--- src/hw/acr_map.svh ---
// Purpose: offsets, field positions, reset values for the channel config bank
// Assumes: page zero of the control port, 8-bit registers
// Notes: definitions only
`ifndef ACR_MAP_SVH
`define ACR_MAP_SVH

`define ACR_PAGE_CFG 8'h00

`define ACR_OFS_CH2_PHASE 8'h45
`define ACR_OFS_CH3_INPUT 8'h46
`define ACR_OFS_CH3_CHANNEL_GAIN 8'h47
`define ACR_OFS_CH3_VOLUME 8'h48

`define ACR_RST_CH2_PHASE 8'h00
`define ACR_RST_CH3_INPUT 8'h00
`define ACR_RST_CH3_CHANNEL_GAIN 8'h00
`define ACR_RST_CH3_VOLUME 8'hC9

`define ACR_INPUT_KIND_BIT 7
`define ACR_SOURCE_HI 6
`define ACR_SOURCE_LO 5
`define ACR_COUPLING_BIT 4
`define ACR_IMPED_HI 3
`define ACR_IMPED_LO 2
`define ACR_RANGE_EN_BIT 0
`define ACR_GAIN_HI 7
`define ACR_GAIN_LO 2

`define ACR_INPUT_WMASK 8'hFD
`define ACR_GAIN_WMASK 8'hFC

`define ACR_GAIN_MAX 6'h2A
`define ACR_VOL_MUTE 8'h00
`define ACR_VOL_ZERO_DB 9'h0C9

`endif

--- src/hw/acr_pkg.sv ---
// Purpose: shared types of the channel config bank
// Assumes: nothing beyond the map header
// Notes: encodings follow the register fields
package acr_pkg;

  typedef enum logic [1:0] {
    ACR_SRC_ANALOG_DIFF = 2'h0,
    ACR_SRC_ANALOG_SINGLE = 2'h1,
    ACR_SRC_PULSE_DENSITY = 2'h2,
    ACR_SRC_RESERVED = 2'h3
  } acr_source_t;

  typedef enum logic [1:0] {
    ACR_IMP_LOW = 2'h0,
    ACR_IMP_MEDIUM = 2'h1,
    ACR_IMP_HIGH = 2'h2,
    ACR_IMP_RESERVED = 2'h3
  } acr_impedance_t;

endpackage

--- src/hw/acr_phase_delay.sv ---
// Purpose: delays a sample stream by a programmed number of modulator ticks
// Assumes: mod_tick is a one-cycle pulse on sys_clk
// Notes: delay zero bypasses the line entirely
`timescale 1ns/1ps
module acr_phase_delay #(
  parameter int SAMPLE_W = 1,
  parameter int DEPTH_W = 8
) (
  // clock and reset
  input wire logic sys_clk,
  input wire logic nrst,
  // modulator stream
  input wire logic mod_tick,
  input wire logic [SAMPLE_W-1:0] sample_in,
  input wire logic [DEPTH_W-1:0] delay,
  output logic [SAMPLE_W-1:0] sample_out_q
);

  localparam int DEPTH = 1 << DEPTH_W;

  logic [DEPTH_W-1:0] wr_ptr_q;
  logic [SAMPLE_W-1:0] mem_q [DEPTH];
  logic [DEPTH_W-1:0] rd_ptr;

  // entry written d ticks ago sits d places behind the write pointer
  assign rd_ptr = wr_ptr_q - delay;

  always_ff @(posedge sys_clk or negedge nrst) begin
    if (!nrst) begin
      wr_ptr_q <= '0;
    end else if (mod_tick) begin
      wr_ptr_q <= wr_ptr_q + 1'b1;
    end
  end

  genvar gi;
  generate
    for (gi = 0; gi < DEPTH; gi++) begin : g_entry
      always_ff @(posedge sys_clk or negedge nrst) begin
        if (!nrst) begin
          mem_q[gi] <= '0;
        end else if (mod_tick && (wr_ptr_q == DEPTH_W'(gi))) begin
          mem_q[gi] <= sample_in;
        end
      end
    end
  endgenerate

  always_ff @(posedge sys_clk or negedge nrst) begin
    if (!nrst) begin
      sample_out_q <= '0;
    end else if (mod_tick) begin
      if (delay == '0) begin
        sample_out_q <= sample_in;
      end else begin
        sample_out_q <= mem_q[rd_ptr];
      end
    end
  end

endmodule

--- src/hw/acr_config_regs.sv ---
// Purpose: channel-two phase and channel-three input, gain, volume registers
// Assumes: control-port decoder gives page, address, write and read strobes
// Notes: decoded controls feed the front end, volume path and range logic
`timescale 1ns/1ps
`include "acr_map.svh"
module acr_config_regs
  import acr_pkg::*;
#(
  parameter int SAMPLE_W = 1
) (
  // clock and reset
  input wire logic sys_clk,
  input wire logic nrst,
  // control port register access
  input wire logic [7:0] reg_page,
  input wire logic [7:0] reg_addr,
  input wire logic reg_wr,
  input wire logic [7:0] reg_wdata,
  input wire logic reg_rd,
  output logic [7:0] reg_rdata_q,
  output logic reg_rvalid_q,
  // global range or gain selection, bit 3 of the global register
  input wire logic global_range_gain_select_reg,
  // channel-two modulator stream
  input wire logic mod_tick,
  input wire logic [SAMPLE_W-1:0] ch2_sample_in,
  output logic [SAMPLE_W-1:0] ch2_sample_out_q,
  // channel-three pulse-density data pin
  input wire logic pulse_density_data_in_two,
  output logic ch3_pdm_data_q,
  // channel-three front-end controls
  output logic ch3_line_input_q,
  output logic ch3_analog_diff_q,
  output logic ch3_analog_single_q,
  output logic ch3_pdm_select_q,
  output logic ch3_coupling_select_coupled_q,
  output logic [2:0] ch3_impedance_onehot_q,
  output logic ch3_range_enhancer_on_q,
  output logic ch3_channel_gain_control_on_q,
  output logic [5:0] ch3_channel_gain_db_q,
  output logic ch3_mute_q,
  output logic signed [8:0] ch3_volume_half_db_q
);

  logic [7:0] ch2_phase_delay_q;
  logic [7:0] ch3_input_config_q;
  logic [7:0] ch3_channel_gain_config_q;
  logic [7:0] ch3_volume_level_q;

  logic page_hit;
  logic wr_phase;
  logic wr_input;
  logic wr_gain;
  logic wr_volume;
  logic [7:0] rd_mux;

  logic pdm_sync1_q;
  logic pdm_sync2_q;

  logic ch3_input_kind;
  acr_source_t ch3_input_source;
  logic ch3_coupling_select;
  acr_impedance_t ch3_input_impedance;
  logic ch3_range_gain_enable;
  logic [5:0] ch3_channel_gain;
  logic is_analog;

  // address decode
  assign page_hit = (reg_page == `ACR_PAGE_CFG);
  assign wr_phase = reg_wr && page_hit && (reg_addr == `ACR_OFS_CH2_PHASE);
  assign wr_input = reg_wr && page_hit && (reg_addr == `ACR_OFS_CH3_INPUT);
  assign wr_gain = reg_wr && page_hit && (reg_addr == `ACR_OFS_CH3_CHANNEL_GAIN);
  assign wr_volume = reg_wr && page_hit && (reg_addr == `ACR_OFS_CH3_VOLUME);

  // field views
  // input kind bit
  assign ch3_input_kind = ch3_input_config_q[`ACR_INPUT_KIND_BIT];
  assign ch3_input_source = acr_source_t'(ch3_input_config_q[`ACR_SOURCE_HI:`ACR_SOURCE_LO]);
  assign ch3_coupling_select = ch3_input_config_q[`ACR_COUPLING_BIT];
  assign ch3_input_impedance = acr_impedance_t'(ch3_input_config_q[`ACR_IMPED_HI:`ACR_IMPED_LO]);
  assign ch3_range_gain_enable = ch3_input_config_q[`ACR_RANGE_EN_BIT];
  assign ch3_channel_gain = ch3_channel_gain_config_q[`ACR_GAIN_HI:`ACR_GAIN_LO];
  assign is_analog = (ch3_input_source == ACR_SRC_ANALOG_DIFF) ||
                     (ch3_input_source == ACR_SRC_ANALOG_SINGLE);

  always_ff @(posedge sys_clk or negedge nrst) begin
    if (!nrst) begin
      ch2_phase_delay_q <= `ACR_RST_CH2_PHASE;
    end else if (wr_phase) begin
      ch2_phase_delay_q <= reg_wdata;
    end
  end

  always_ff @(posedge sys_clk or negedge nrst) begin
    if (!nrst) begin
      ch3_input_config_q <= `ACR_RST_CH3_INPUT;
    end else if (wr_input) begin
      ch3_input_config_q <= reg_wdata & `ACR_INPUT_WMASK;
    end
  end

  always_ff @(posedge sys_clk or negedge nrst) begin
    if (!nrst) begin
      ch3_channel_gain_config_q <= `ACR_RST_CH3_CHANNEL_GAIN;
    end else if (wr_gain) begin
      ch3_channel_gain_config_q <= reg_wdata & `ACR_GAIN_WMASK;
    end
  end

  always_ff @(posedge sys_clk or negedge nrst) begin
    if (!nrst) begin
      ch3_volume_level_q <= `ACR_RST_CH3_VOLUME;
    end else if (wr_volume) begin
      ch3_volume_level_q <= reg_wdata;
    end
  end

  // read path, unmapped or other page reads zero
  always_comb begin
    rd_mux = 8'h00;
    if (page_hit) begin
      unique case (reg_addr)
        `ACR_OFS_CH2_PHASE: rd_mux = ch2_phase_delay_q;
        `ACR_OFS_CH3_INPUT: rd_mux = ch3_input_config_q;
        `ACR_OFS_CH3_CHANNEL_GAIN: rd_mux = ch3_channel_gain_config_q;
        `ACR_OFS_CH3_VOLUME: rd_mux = ch3_volume_level_q;
        default: rd_mux = 8'h00;
      endcase
    end
  end

  // valid pulse stands one cycle per read strobe
  always_ff @(posedge sys_clk or negedge nrst) begin
    if (!nrst) begin
      reg_rvalid_q <= 1'b0;
    end else begin
      reg_rvalid_q <= reg_rd;
    end
  end

  // data holds until the next read, so a slow host can still fetch it
  always_ff @(posedge sys_clk or negedge nrst) begin
    if (!nrst) begin
      reg_rdata_q <= 8'h00;
    end else if (reg_rd) begin
      reg_rdata_q <= rd_mux;
    end
  end

  // channel-two phase calibration line
  // tick-delayed samples
  acr_phase_delay #(
    .SAMPLE_W(SAMPLE_W),
    .DEPTH_W(8)
  ) u_ch2_phase (
    .sys_clk(sys_clk),
    .nrst(nrst),
    .mod_tick(mod_tick),
    .sample_in(ch2_sample_in),
    .delay(ch2_phase_delay_q),
    .sample_out_q(ch2_sample_out_q)
  );

  // pin from outside the clock domain
  always_ff @(posedge sys_clk or negedge nrst) begin
    if (!nrst) begin
      pdm_sync1_q <= 1'b0;
      pdm_sync2_q <= 1'b0;
    end else begin
      pdm_sync1_q <= pulse_density_data_in_two;
      pdm_sync2_q <= pdm_sync1_q;
    end
  end

  // pin only carries mic data once the host has set it up, so gate by source
  always_ff @(posedge sys_clk or negedge nrst) begin
    if (!nrst) begin
      ch3_pdm_data_q <= 1'b0;
    end else begin
      // pdm data only with that source
      ch3_pdm_data_q <= (ch3_input_source == ACR_SRC_PULSE_DENSITY) ? pdm_sync2_q : 1'b0;
    end
  end

  // front-end kind decode
  always_ff @(posedge sys_clk or negedge nrst) begin
    if (!nrst) begin
      ch3_line_input_q <= 1'b0;
    end else begin
      ch3_line_input_q <= ch3_input_kind;
    end
  end

  // front-end source decode, at most one leg on
  always_ff @(posedge sys_clk or negedge nrst) begin
    if (!nrst) begin
      ch3_analog_diff_q <= 1'b0;
      ch3_analog_single_q <= 1'b0;
      ch3_pdm_select_q <= 1'b0;
    end else begin
      ch3_analog_diff_q <= (ch3_input_source == ACR_SRC_ANALOG_DIFF);
      ch3_analog_single_q <= (ch3_input_source == ACR_SRC_ANALOG_SINGLE);
      ch3_pdm_select_q <= (ch3_input_source == ACR_SRC_PULSE_DENSITY);
    end
  end

  always_ff @(posedge sys_clk or negedge nrst) begin
    if (!nrst) begin
      ch3_coupling_select_coupled_q <= 1'b0;
    end else begin
      ch3_coupling_select_coupled_q <= ch3_coupling_select && is_analog;
    end
  end

  // reserved impedance code leaves all legs off rather than guessing
  always_ff @(posedge sys_clk or negedge nrst) begin
    if (!nrst) begin
      ch3_impedance_onehot_q <= 3'h0;
    end else begin
      unique case (ch3_input_impedance)
        ACR_IMP_LOW: ch3_impedance_onehot_q <= is_analog ? 3'h1 : 3'h0;
        ACR_IMP_MEDIUM: ch3_impedance_onehot_q <= is_analog ? 3'h2 : 3'h0;
        ACR_IMP_HIGH: ch3_impedance_onehot_q <= is_analog ? 3'h4 : 3'h0;
        ACR_IMP_RESERVED: ch3_impedance_onehot_q <= 3'h0;
      endcase
    end
  end

  // range enhancer while the global select is low
  always_ff @(posedge sys_clk or negedge nrst) begin
    if (!nrst) begin
      ch3_range_enhancer_on_q <= 1'b0;
    end else begin
      ch3_range_enhancer_on_q <= ch3_range_gain_enable && !global_range_gain_select_reg;
    end
  end

  // gain control while the global select is high, never both at once
  always_ff @(posedge sys_clk or negedge nrst) begin
    if (!nrst) begin
      ch3_channel_gain_control_on_q <= 1'b0;
    end else begin
      ch3_channel_gain_control_on_q <= ch3_range_gain_enable && global_range_gain_select_reg;
    end
  end

  // reserved gain codes are stored but the applied gain is held at the top step
  always_ff @(posedge sys_clk or negedge nrst) begin
    if (!nrst) begin
      ch3_channel_gain_db_q <= 6'h00;
    end else begin
      ch3_channel_gain_db_q <= (ch3_channel_gain > `ACR_GAIN_MAX) ? `ACR_GAIN_MAX : ch3_channel_gain;
    end
  end

  always_ff @(posedge sys_clk or negedge nrst) begin
    if (!nrst) begin
      ch3_mute_q <= 1'b0;
    end else begin
      ch3_mute_q <= (ch3_volume_level_q == `ACR_VOL_MUTE);
    end
  end

  // offset from the 0 dB code, so the scaler downstream needs no compare
  always_ff @(posedge sys_clk or negedge nrst) begin
    if (!nrst) begin
      ch3_volume_half_db_q <= 9'sh000;
    end else begin
      ch3_volume_half_db_q <= $signed({1'b0, ch3_volume_level_q} - `ACR_VOL_ZERO_DB);
    end
  end

endmodule

--- config.mk ---
export PLATFORM = sky130hd
export DESIGN_NAME = acr_config_regs
export DESIGN_NICKNAME = d
export VERILOG_FILES = /design/src/hw/acr_pkg.sv /design/src/hw/acr_phase_delay.sv /design/src/hw/acr_config_regs.sv
export VERILOG_INCLUDE_DIRS = /design/src /design/src/hw
export SDC_FILE = /design/constraint.sdc
export NUM_CORES = 1
export LEC_CHECK = 0
export ABC_AREA = 1
export BUFFER_PORTS_ARGS = -buffer_cell sky130_fd_sc_hd__buf_2
export CAP_MARGIN = 0
export CELL_PAD_IN_SITES_DETAIL_PLACEMENT = 0
export CELL_PAD_IN_SITES_GLOBAL_PLACEMENT = 1
export CORE_AREA = 5 5 261 161
export CTS_CLUSTER_DIAMETER = 150
export DETAILED_ROUTE_END_ITERATION = 16
export DIE_AREA = 0 0 266 166
export PLACE_DENSITY_LB_ADDON = 0.1
export SETUP_SLACK_MARGIN = 0.5
export SYNTH_ARGS = -nofsm -noshare
export SYNTH_HDL_FRONTEND = slang
export SYNTH_HIERARCHICAL = 1
export SYNTH_SLANG_ARGS = --single-unit
--- constraint.sdc ---
create_clock -name sys_clk -period 4.95 [get_ports sys_clk]
set_input_delay 0.495 -clock sys_clk [delete_from_list [all_inputs] [get_ports sys_clk]]
set_output_delay 0.495 -clock sys_clk [all_outputs]
set_load 0.02 [all_outputs]
==> results of run 1 <==
-- cell type report --
type                            instances  area (um^2)
Clock buffer                           51         1070
Clock inverter                         15          188
Fill cell                            3929        20200
Inverter                              259          986
Multi-Input combinational cell       1450         7520
Sequential cell                       332         8310
Tap cell                              531          664
Timing Repair Buffer                  108          736
-- path summary, 6_finish.rpt --
path                                            from  cells past startpoint                       end
setup / recovery             u_ch2_phase/wr_ptr_q[0]                     14  u_ch2_phase/sample_out_q
hold / removal                                  nrst                      1                ch3_mute_q
setup reg to reg             u_ch2_phase/wr_ptr_q[0]                     14  u_ch2_phase/sample_out_q
hold reg to reg                          pdm_sync1_q                      0               pdm_sync2_q
max in group asynchronous                       nrst                      2    u_ch2_phase/mem_q[154]
min in group sys_clk       pulse_density_data_in_two                      1               pdm_sync1_q
-- logic make-up (layout without fill, tap and decap cells) --
group           count (synthesis)  after routing  synth area share
buf+inv                       414            433             0.101
fa+ha+maj                      15             15            0.0111
mux                            62             62            0.0354
xor+xnor                       15             15           0.00792
flops                         332            332             0.474
simple gates                  895            895             0.221
compound gates                463            463             0.149
-- routing by layer --
layer / global-route usage / part of all wire / vias up
met1: 0.408 / 0.51 / 7262
li1: - / - / 7123
met2: 0.339 / 0.40 / 480
met5: 0 / 0 / -
met3: 0.0632 / 0.082 / 56
met4: 0.0382 / 0.013 / 0
-- registers in the layout, summed over array words and instances (netlist names), 3 cells and up --
| signal | flops |
|---|---|
| ch2_phase_delay_q | 8 |
| ch3_channel_gain_config_q | 6 |
| ch3_channel_gain_db_q | 6 |
| ch3_impedance_onehot_q | 3 |
| ch3_input_config_q | 7 |
| ch3_volume_half_db_q | 9 |
| ch3_volume_level_q | 8 |
| reg_rdata_q | 8 |
| u_ch2_phase/mem_q | 256 |
| u_ch2_phase/wr_ptr_q | 8 |
-- cells in the final DEF (no fill, tap or decap), types with 5 or more instances in the layout --
master,instances
sky130_fd_sc_hd__nand2_1,557
sky130_fd_sc_hd__dfrtp_1,328
sky130_fd_sc_hd__inv_1,248
sky130_fd_sc_hd__a21oi_1,158
sky130_fd_sc_hd__a31oi_1,156
sky130_fd_sc_hd__nor2_1,134
sky130_fd_sc_hd__nand3_1,128
sky130_fd_sc_hd__o21ai_0,72
sky130_fd_sc_hd__buf_2,66
sky130_fd_sc_hd__mux2i_1,62
sky130_fd_sc_hd__o21ai_1,49
sky130_fd_sc_hd__clkbuf_16,37
sky130_fd_sc_hd__buf_4,35
sky130_fd_sc_hd__o21ai_2,22
sky130_fd_sc_hd__nor2_2,20
sky130_fd_sc_hd__xor2_1,13
sky130_fd_sc_hd__nand3_2,13
sky130_fd_sc_hd__ha_1,13
sky130_fd_sc_hd__clkbuf_8,9
sky130_fd_sc_hd__clkinv_2,8
sky130_fd_sc_hd__inv_2,6
sky130_fd_sc_hd__nand2_2,6
sky130_fd_sc_hd__nor4_1,5
sky130_fd_sc_hd__nor2_4,5
sky130_fd_sc_hd__clkbuf_1,5
sky130_fd_sc_hd__buf_12,5
-- report_power, final --
part	total [mW]	switching, mW	internal (mW)
Combinational	4.21	3.05	1.16
Clock	2.89	1.17	1.72
Sequential	3.37	0.252	3.12
-- Yosys cell counts (2+ instances only) --
master	number	area, um^2
sky130_fd_sc_hd__nand2_1	557	2090
sky130_fd_sc_hd__xor2_1	13	114
sky130_fd_sc_hd__buf_8	2	30.0
sky130_fd_sc_hd__nand3_2	13	130
sky130_fd_sc_hd__buf_2	54	270
sky130_fd_sc_hd__mux2i_1	62	621
sky130_fd_sc_hd__nand3_4	2	35.0
sky130_fd_sc_hd__a21oi_1	158	791
sky130_fd_sc_hd__buf_4	12	90.1
sky130_fd_sc_hd__buf_1	4	15.0
sky130_fd_sc_hd__o21ai_1	49	245
sky130_fd_sc_hd__nor2_2	6	37.5
sky130_fd_sc_hd__o21ai_0	72	360
sky130_fd_sc_hd__clkbuf_1	73	274
sky130_fd_sc_hd__ha_1	14	175
sky130_fd_sc_hd__nand2_2	6	37.5
sky130_fd_sc_hd__nand4_1	4	25.0
sky130_fd_sc_hd__dfstp_2	4	105
sky130_fd_sc_hd__nor2_1	150	563
sky130_fd_sc_hd__a21oi_2	2	17.5
sky130_fd_sc_hd__inv_4	2	12.5
sky130_fd_sc_hd__nor2_8	4	80.1
sky130_fd_sc_hd__nand2_4	4	45.0
sky130_fd_sc_hd__nor2_4	3	33.8
sky130_fd_sc_hd__inv_1	248	931
sky130_fd_sc_hd__dfrtp_1	328	8210
sky130_fd_sc_hd__nor4_1	5	31.3
sky130_fd_sc_hd__buf_6	10	113
sky130_fd_sc_hd__or2_1	2	12.5
sky130_fd_sc_hd__or2_2	3	18.8
sky130_fd_sc_hd__inv_2	6	22.5
sky130_fd_sc_hd__o21ai_2	22	193
sky130_fd_sc_hd__o211ai_1	3	22.5
sky130_fd_sc_hd__nand3_1	128	641
sky130_fd_sc_hd__a31oi_1	156	976
==> results.txt, run 1 <==
The worst IR drop on VDD came out at around 0.00042 V. In this design, the largest share of critical-path delay is due to buffers and inverters. For this design the top-level I/O count stands at 69. The count of antenna diodes in the layout came out at 0.

The share of the core filled with cells in the final layout came out at 0.491. The iteration count of the initial detailed-routing pass came out at 6. The clock passes through at most 3 buffers. The cell repeated most along the worst path is sky130_fd_sc_hd__nand3_1.

Counting I/O delays and the setup requirement, the final critical path takes 3.49 ns. At the pin with the least slew margin, the transition time is 1.31 ns. The HPWL after detailed placement is 33800 um.

The number of failing hold endpoints at the final stage came to 9. Of the synthesized area, sequential elements account for 0.474. The number of buffers and inverters on the critical path is 2. The worst setup timing slack at the placement stage is 0.919 ns. After synthesis, the netlist uses 50 different library cells. The initial cell density of the core is 0.442. The delay of the slowest cell on the worst path came out at ~0.73 ns. In the final layout, the share of cells above drive strength 1 is 0.123.

The run finished, with violations left. After layout, the design draws a total of approximately 10 mW. The total instance count after detailed placement is 2679. The netlist area before placement is 0.0175 mm^2. The number of DRC markers in iteration 0 is between 1.5k and 2k. The tool flagged a number of max-cap violations equal to 0.

The root buffer cell chosen for the clock tree is sky130_fd_sc_hd__clkbuf_16. The post-detailed-route DRC marker count came out at 0. Compared with the post-synthesis result, the final layout area differs by 11.1%.

The number of buffers created by CTS came out at 36. The maximum achievable frequency is 286 MHz. The count of input and output buffers is 68. Data arrives at the worst endpoint at slightly below 4 ns. For this design, the slowest cell found on the critical path is sky130_fd_sc_hd__buf_4.

For the final routed database, the setup TNS stands at 0 ns. The summed area of non-filler cells in the final layout came out at 0.0195 mm^2. Setup violations remaining at the end of the flow were counted as 0. The buffer count from post-CTS setup fixing came out at 0.

The element type at the critical path start is a register. The gate count of the mapped netlist came out at 2196. The total clock sinks is ~330. The area of the core region is 0.0397 mm^2. The fraction of registers with async set/reset is 1.00. Among all flip-flop cells after synthesis, the most frequent one is sky130_fd_sc_hd__dfrtp_1.

The total power per unit cell area came out at 538 mW/mm^2. The number of H-tree levels came out at 2. The via count of the first global-routing pass was 14.2k.

The floorplan step defined a die boundary enclosing between 0.04 and 0.05 mm^2. Data on the critical path is required at its endpoint by around 5.4 ns. The non-filler instance count after layout is about 2.7k. The number of enable flip-flop cells after synthesis is 0. The final net count came out at around 2.2k. The CTS tree is built. The final count of pins violating max slew is 0.

The endpoint class of the critical path is a register. The final reports fail on negative hold slack. The count of instances resized after the clock tree is built came out at 0. The number of core rows is 57.

The register bit total from synthesis came out at 332. Summed over all layers, the global routing overflow is 0. The first-pass GRT wire length is 87500 um. The clock transition at the register clock pins on the worst setup and hold paths after CTS came out at 0.06 ns. The worst slack on hold paths came out at -0.0261 ns. The hold buffer count at cts came out at 0.

The least setup slack across all paths after layout is ~1.5 ns. The tightest slew margin relative to the limit is 0.129. The cell area after placement is 0.0182 mm^2. The setup path with the least slack is of type register to register.

The ratio of routed vias to standard cells is between 5 and 6. The remaining antenna violation count after routing came out at 0. When the netlist entered floorplanning its net count stood at 2243.

The clock latency on the worst-skew pair came out at approximately 0.54 ns. The wire length after detailed routing came out at 55700 um. Measured along the y axis, the die boundary spans 166 um. Setup repair after global routing left no endpoint under its margin. The routed layout has 14.9k vias. The maximum number of pins on one net before global-route repair came out at 124.

The class of the tightest hold or removal check is input pin to asynchronous set/reset pin. The part of the cycle the worst path needs came out at 0.706. The chip width is 266 um. The highest net fanout along the worst path came out at between 50 and 60. Between clock sinks in the finished design, the worst skew comes to between 0.02 and 0.025 ns.

Dividing the detail-routed wire length by the instance count gives about 20 um. Yosys printed 6 warnings. The combined global-route utilization of all metal layers came out at 0.251. The synthesized area per cell is 7.98 um^2. The weighted congestion reported at the end of routability-driven placement came out at 0.876. Across all register-to-register paths, the minimum setup slack is roughly 1.5 ns. The number of antenna violations at the first check in global routing was 0. In this run the static leakage power is 10.0 nW. Traced cell by cell, the critical path runs through inv_1, ha_1, fa_2, buf_4, o21ai_0, o21ai_1, nand2_1, nand3_1, nand3_1, nand3_1, nand3_1, nand3_2, nand3_2, a21oi_2.
(Power assumes the default switching activity.)
==> inputs of run 2 (changes only) <==
- clock period: 4.95 -> 3.4 ns (I/O delays scaled with it)
==> results.txt, run 2 (same netlist as run 1, synthesis figures left out) <==
The combined global-route utilization of all metal layers is 0.251. The largest registers in the layout are u_ch2_phase/mem_q: 256 flops, ch3_volume_half_db_q: 9 flops. The share of total power in sequential cells is 0.313. The part of the cycle the worst path needs came out at 0.836. The number of antenna violations at the first check in global routing was 1. The area of the multi-input gates came out at 0.00769 mm^2. The clock latency on the worst-skew pair came out at around 0.54 ns.

The accumulated negative setup slack is 0 ns. STA classifies the critical path endpoint as a register. The endpoint required time on the critical path is 3.86 ns. The share of total power in the clock network came out at 0.246. The switching part of the total is 0.428.

The floorplan step defined a die boundary enclosing 0.0442 mm^2. The critical path arrival came out at 3.31 ns. The maximum number of pins on one net before global-route repair is 90. The total power per unit cell area came out at 786 mW/mm^2. The synthesis-to-finish area growth is 14.3%.

The routed length per placed instance came out at 20.7 um. Buffers placed on the I/O ports in this run total 68. The via count of the first global-routing pass is 14.1k. The final critical delay including setup and external delays came out at 2.84 ns. After detailed routing, the total wire length is 57600 um. STA classifies the critical path startpoint as a register.

The transition time of the tightest slew-check pin came out at 1.02 ns. The final count of pins violating max slew is 0. The tightest slew margin relative to the limit is 0.319. Traced cell by cell, the critical path runs through inv_2, ha_4, fa_2, clkinv_4, buf_6, clkbuf_16, nand3_1, nand2_1, nand2_2, nand2_2, nand2_2, nand3_1, nand3_1, nand3_1, nand3_2, nand3_2, a21oi_2. The worst slack on hold paths came out at ~0.17 ns. The count of vias placed by the detailed router came out at ~15k.

The area of the core region is around 0.040 mm^2. In this design, the critical path's most frequently occurring cell is sky130_fd_sc_hd__nand3_1. Before antenna repair, the detailed router went through 6 iterations. The maximum root-to-sink buffer count is 3. The sequential cells in the finished layout cover a total of 0.00831 mm^2.

In this run the worst path has a maximum fanout of 8. The maximum achievable frequency came out at around 350 MHz. Clock-pin slew was measured on the worst setup and hold paths at 0.07 ns. The class of the tightest hold or removal check is input pin to register. The number of DRC markers in iteration 0 is 1734.

The post-detailed-route DRC marker count is 0. The cell family contributing the most delay on the critical path is simple AND/OR/NAND/NOR gates. Setup repair after global routing left no endpoint under its margin.

The estimated wirelength of the detail-placed design is 34300 um. The count of antenna diodes in the layout is 0. In this run the vertical extent of the chip is 166 um. CTS saw 332 sinks.

The worst clock skew is 0.0153 ns. The fraction of final layout cells sized beyond drive strength 1 is 0.149. The first-pass GRT wire length is 87500 um. The combinational share of power is 0.441. For this run, the slowest stage of the critical path takes 0.64 ns. The max-cap check violation count is 0. The library cells used most frequently in the layout, excluding fill and tap cells, are 553 x sky130_fd_sc_hd__nand2_1, 327 x sky130_fd_sc_hd__dfrtp_1, 247 x sky130_fd_sc_hd__inv_1. The weighted congestion reported at the end of routability-driven placement came out at 0.880. The run finished with clean final reports. The internal power came out at 9.01 mW. The top-level I/O count came out at 69.

The number of buffers and inverters on the critical path came out at 4. The final-report setup violation count is 0. The aggregate global routing overflow came out at 0. The ratio of routed vias to standard cells is 5.50. The clock tree root driver cell is sky130_fd_sc_hd__clkbuf_16. The final net count is between 2k and 2.5k.

The most frequent standard cell in the layout excluding fill and tap cells is sky130_fd_sc_hd__nand2_1. The worst IR drop on VDD came out at between 0.0003 and 0.0004 V. The remaining antenna violation count after routing came out at 0. For this design the static power due to leakage is 10.3 nW. The number of buffers created by CTS is 36.

The register containing the most flip-flops in the final layout is u_ch2_phase/mem_q. The number of failing hold endpoints at the final stage came to 0. Among all stages on the critical path, the largest delay is contributed by sky130_fd_sc_hd__fa_2. The register with the most flip-flops in the layout has around 260 of them. The number of core rows is 57. The initial cell density of the core is 0.442. The number of filler instances in the final layout is 3908. The clock tree synthesis step divided the H-tree into 2 levels. The worst setup path category is register to register. The net switching power came out at 6.74 mW. TritonCTS built the clock tree. The chip width is 266 um.
run 2: routing by layer:
metal,global-route usage,wire [um],vias up
met4,0.0459,960,2
met5,0,13,-
met3,0.0527,4650,74
met2,0.338,23100,554
met1,0.413,28800,7453
li1,-,-,7196
run 2: worst paths after layout:
path                                         startpoint                       end  slack [ns]  cells past startpoint
worst max-delay path            u_ch2_phase/wr_ptr_q[0]  u_ch2_phase/sample_out_q        0.56                     17
worst min-delay path                       reg_wdata[0]      ch2_phase_delay_q[0]        0.17                      3
worst max register to register  u_ch2_phase/wr_ptr_q[0]  u_ch2_phase/sample_out_q        0.56                     17
worst min register to register              pdm_sync1_q               pdm_sync2_q        0.36                      0
max in group asynchronous                          nrst    u_ch2_phase/mem_q[143]        2.07                      3
min in group asynchronous                          nrst   ch3_volume_half_db_q[8]        0.40                      2
run 2: repair_timing:
action | in CTS | in global routing
endpoints found under the setup margin | 1 | 1
hold buffers | 4 | 0
setup buffers | 2 | 15
gates resized for setup | 0 | 53
cloned | 0 | 4
endpoints found under the hold margin | 83 | 0
pin swaps | 1 | 17
run 2: tightest hold or removal path: cells and delay by family:
kind	cells	cell delay (ns)
AO/OA/AOI/OAI	1	0.15
buffers and inverters	2	0.18
run 2: layout make-up:
cell class | count | share of cell area
multi-input cells | 1450 | 0.384
flip-flops and latches | 332 | 0.415
clock inverters | 6 | 0.00412
well taps | 531 | 0.0332
inverters | 259 | 0.0495
repair buffers | 150 | 0.0625
clock buffers | 52 | 0.0515
run 2: power groups by stage:
| stage | Combinational, mW | Clock [mW] | Sequential, mW |
|---|---|---|---|
| 3_3_place_gp | 6.06 | 0 | 4.96 |
| 4_1_cts | 6.11 | 3.96 | 4.91 |
| 3_5_place_dp | 6.06 | 0 | 4.97 |
| 5_1_grt | 7.55 | 4.14 | 4.99 |
| 2_1_floorplan | 4.13 | 0 | 4.86 |
| 6_report | 6.95 | 3.87 | 4.92 |
run 2: metrics by stage:
stage / power [mW] / std cells / setup slack [ns] / util / area [um^2]
floorplan: 9.00 / 2196 / 1.00 / - / 17500
global placement: 11.0 / 2697 / 0.150 / 0.464 / 18400
detailed placement: 11.0 / 2697 / 0.155 / 0.464 / 18400
CTS: 15.0 / 2761 / 0.560 / 0.493 / 19600
global route: 16.7 / 2780 / 0.458 / 0.505 / 20000
finish: 15.7 / 2780 / 0.558 / 0.505 / 20000
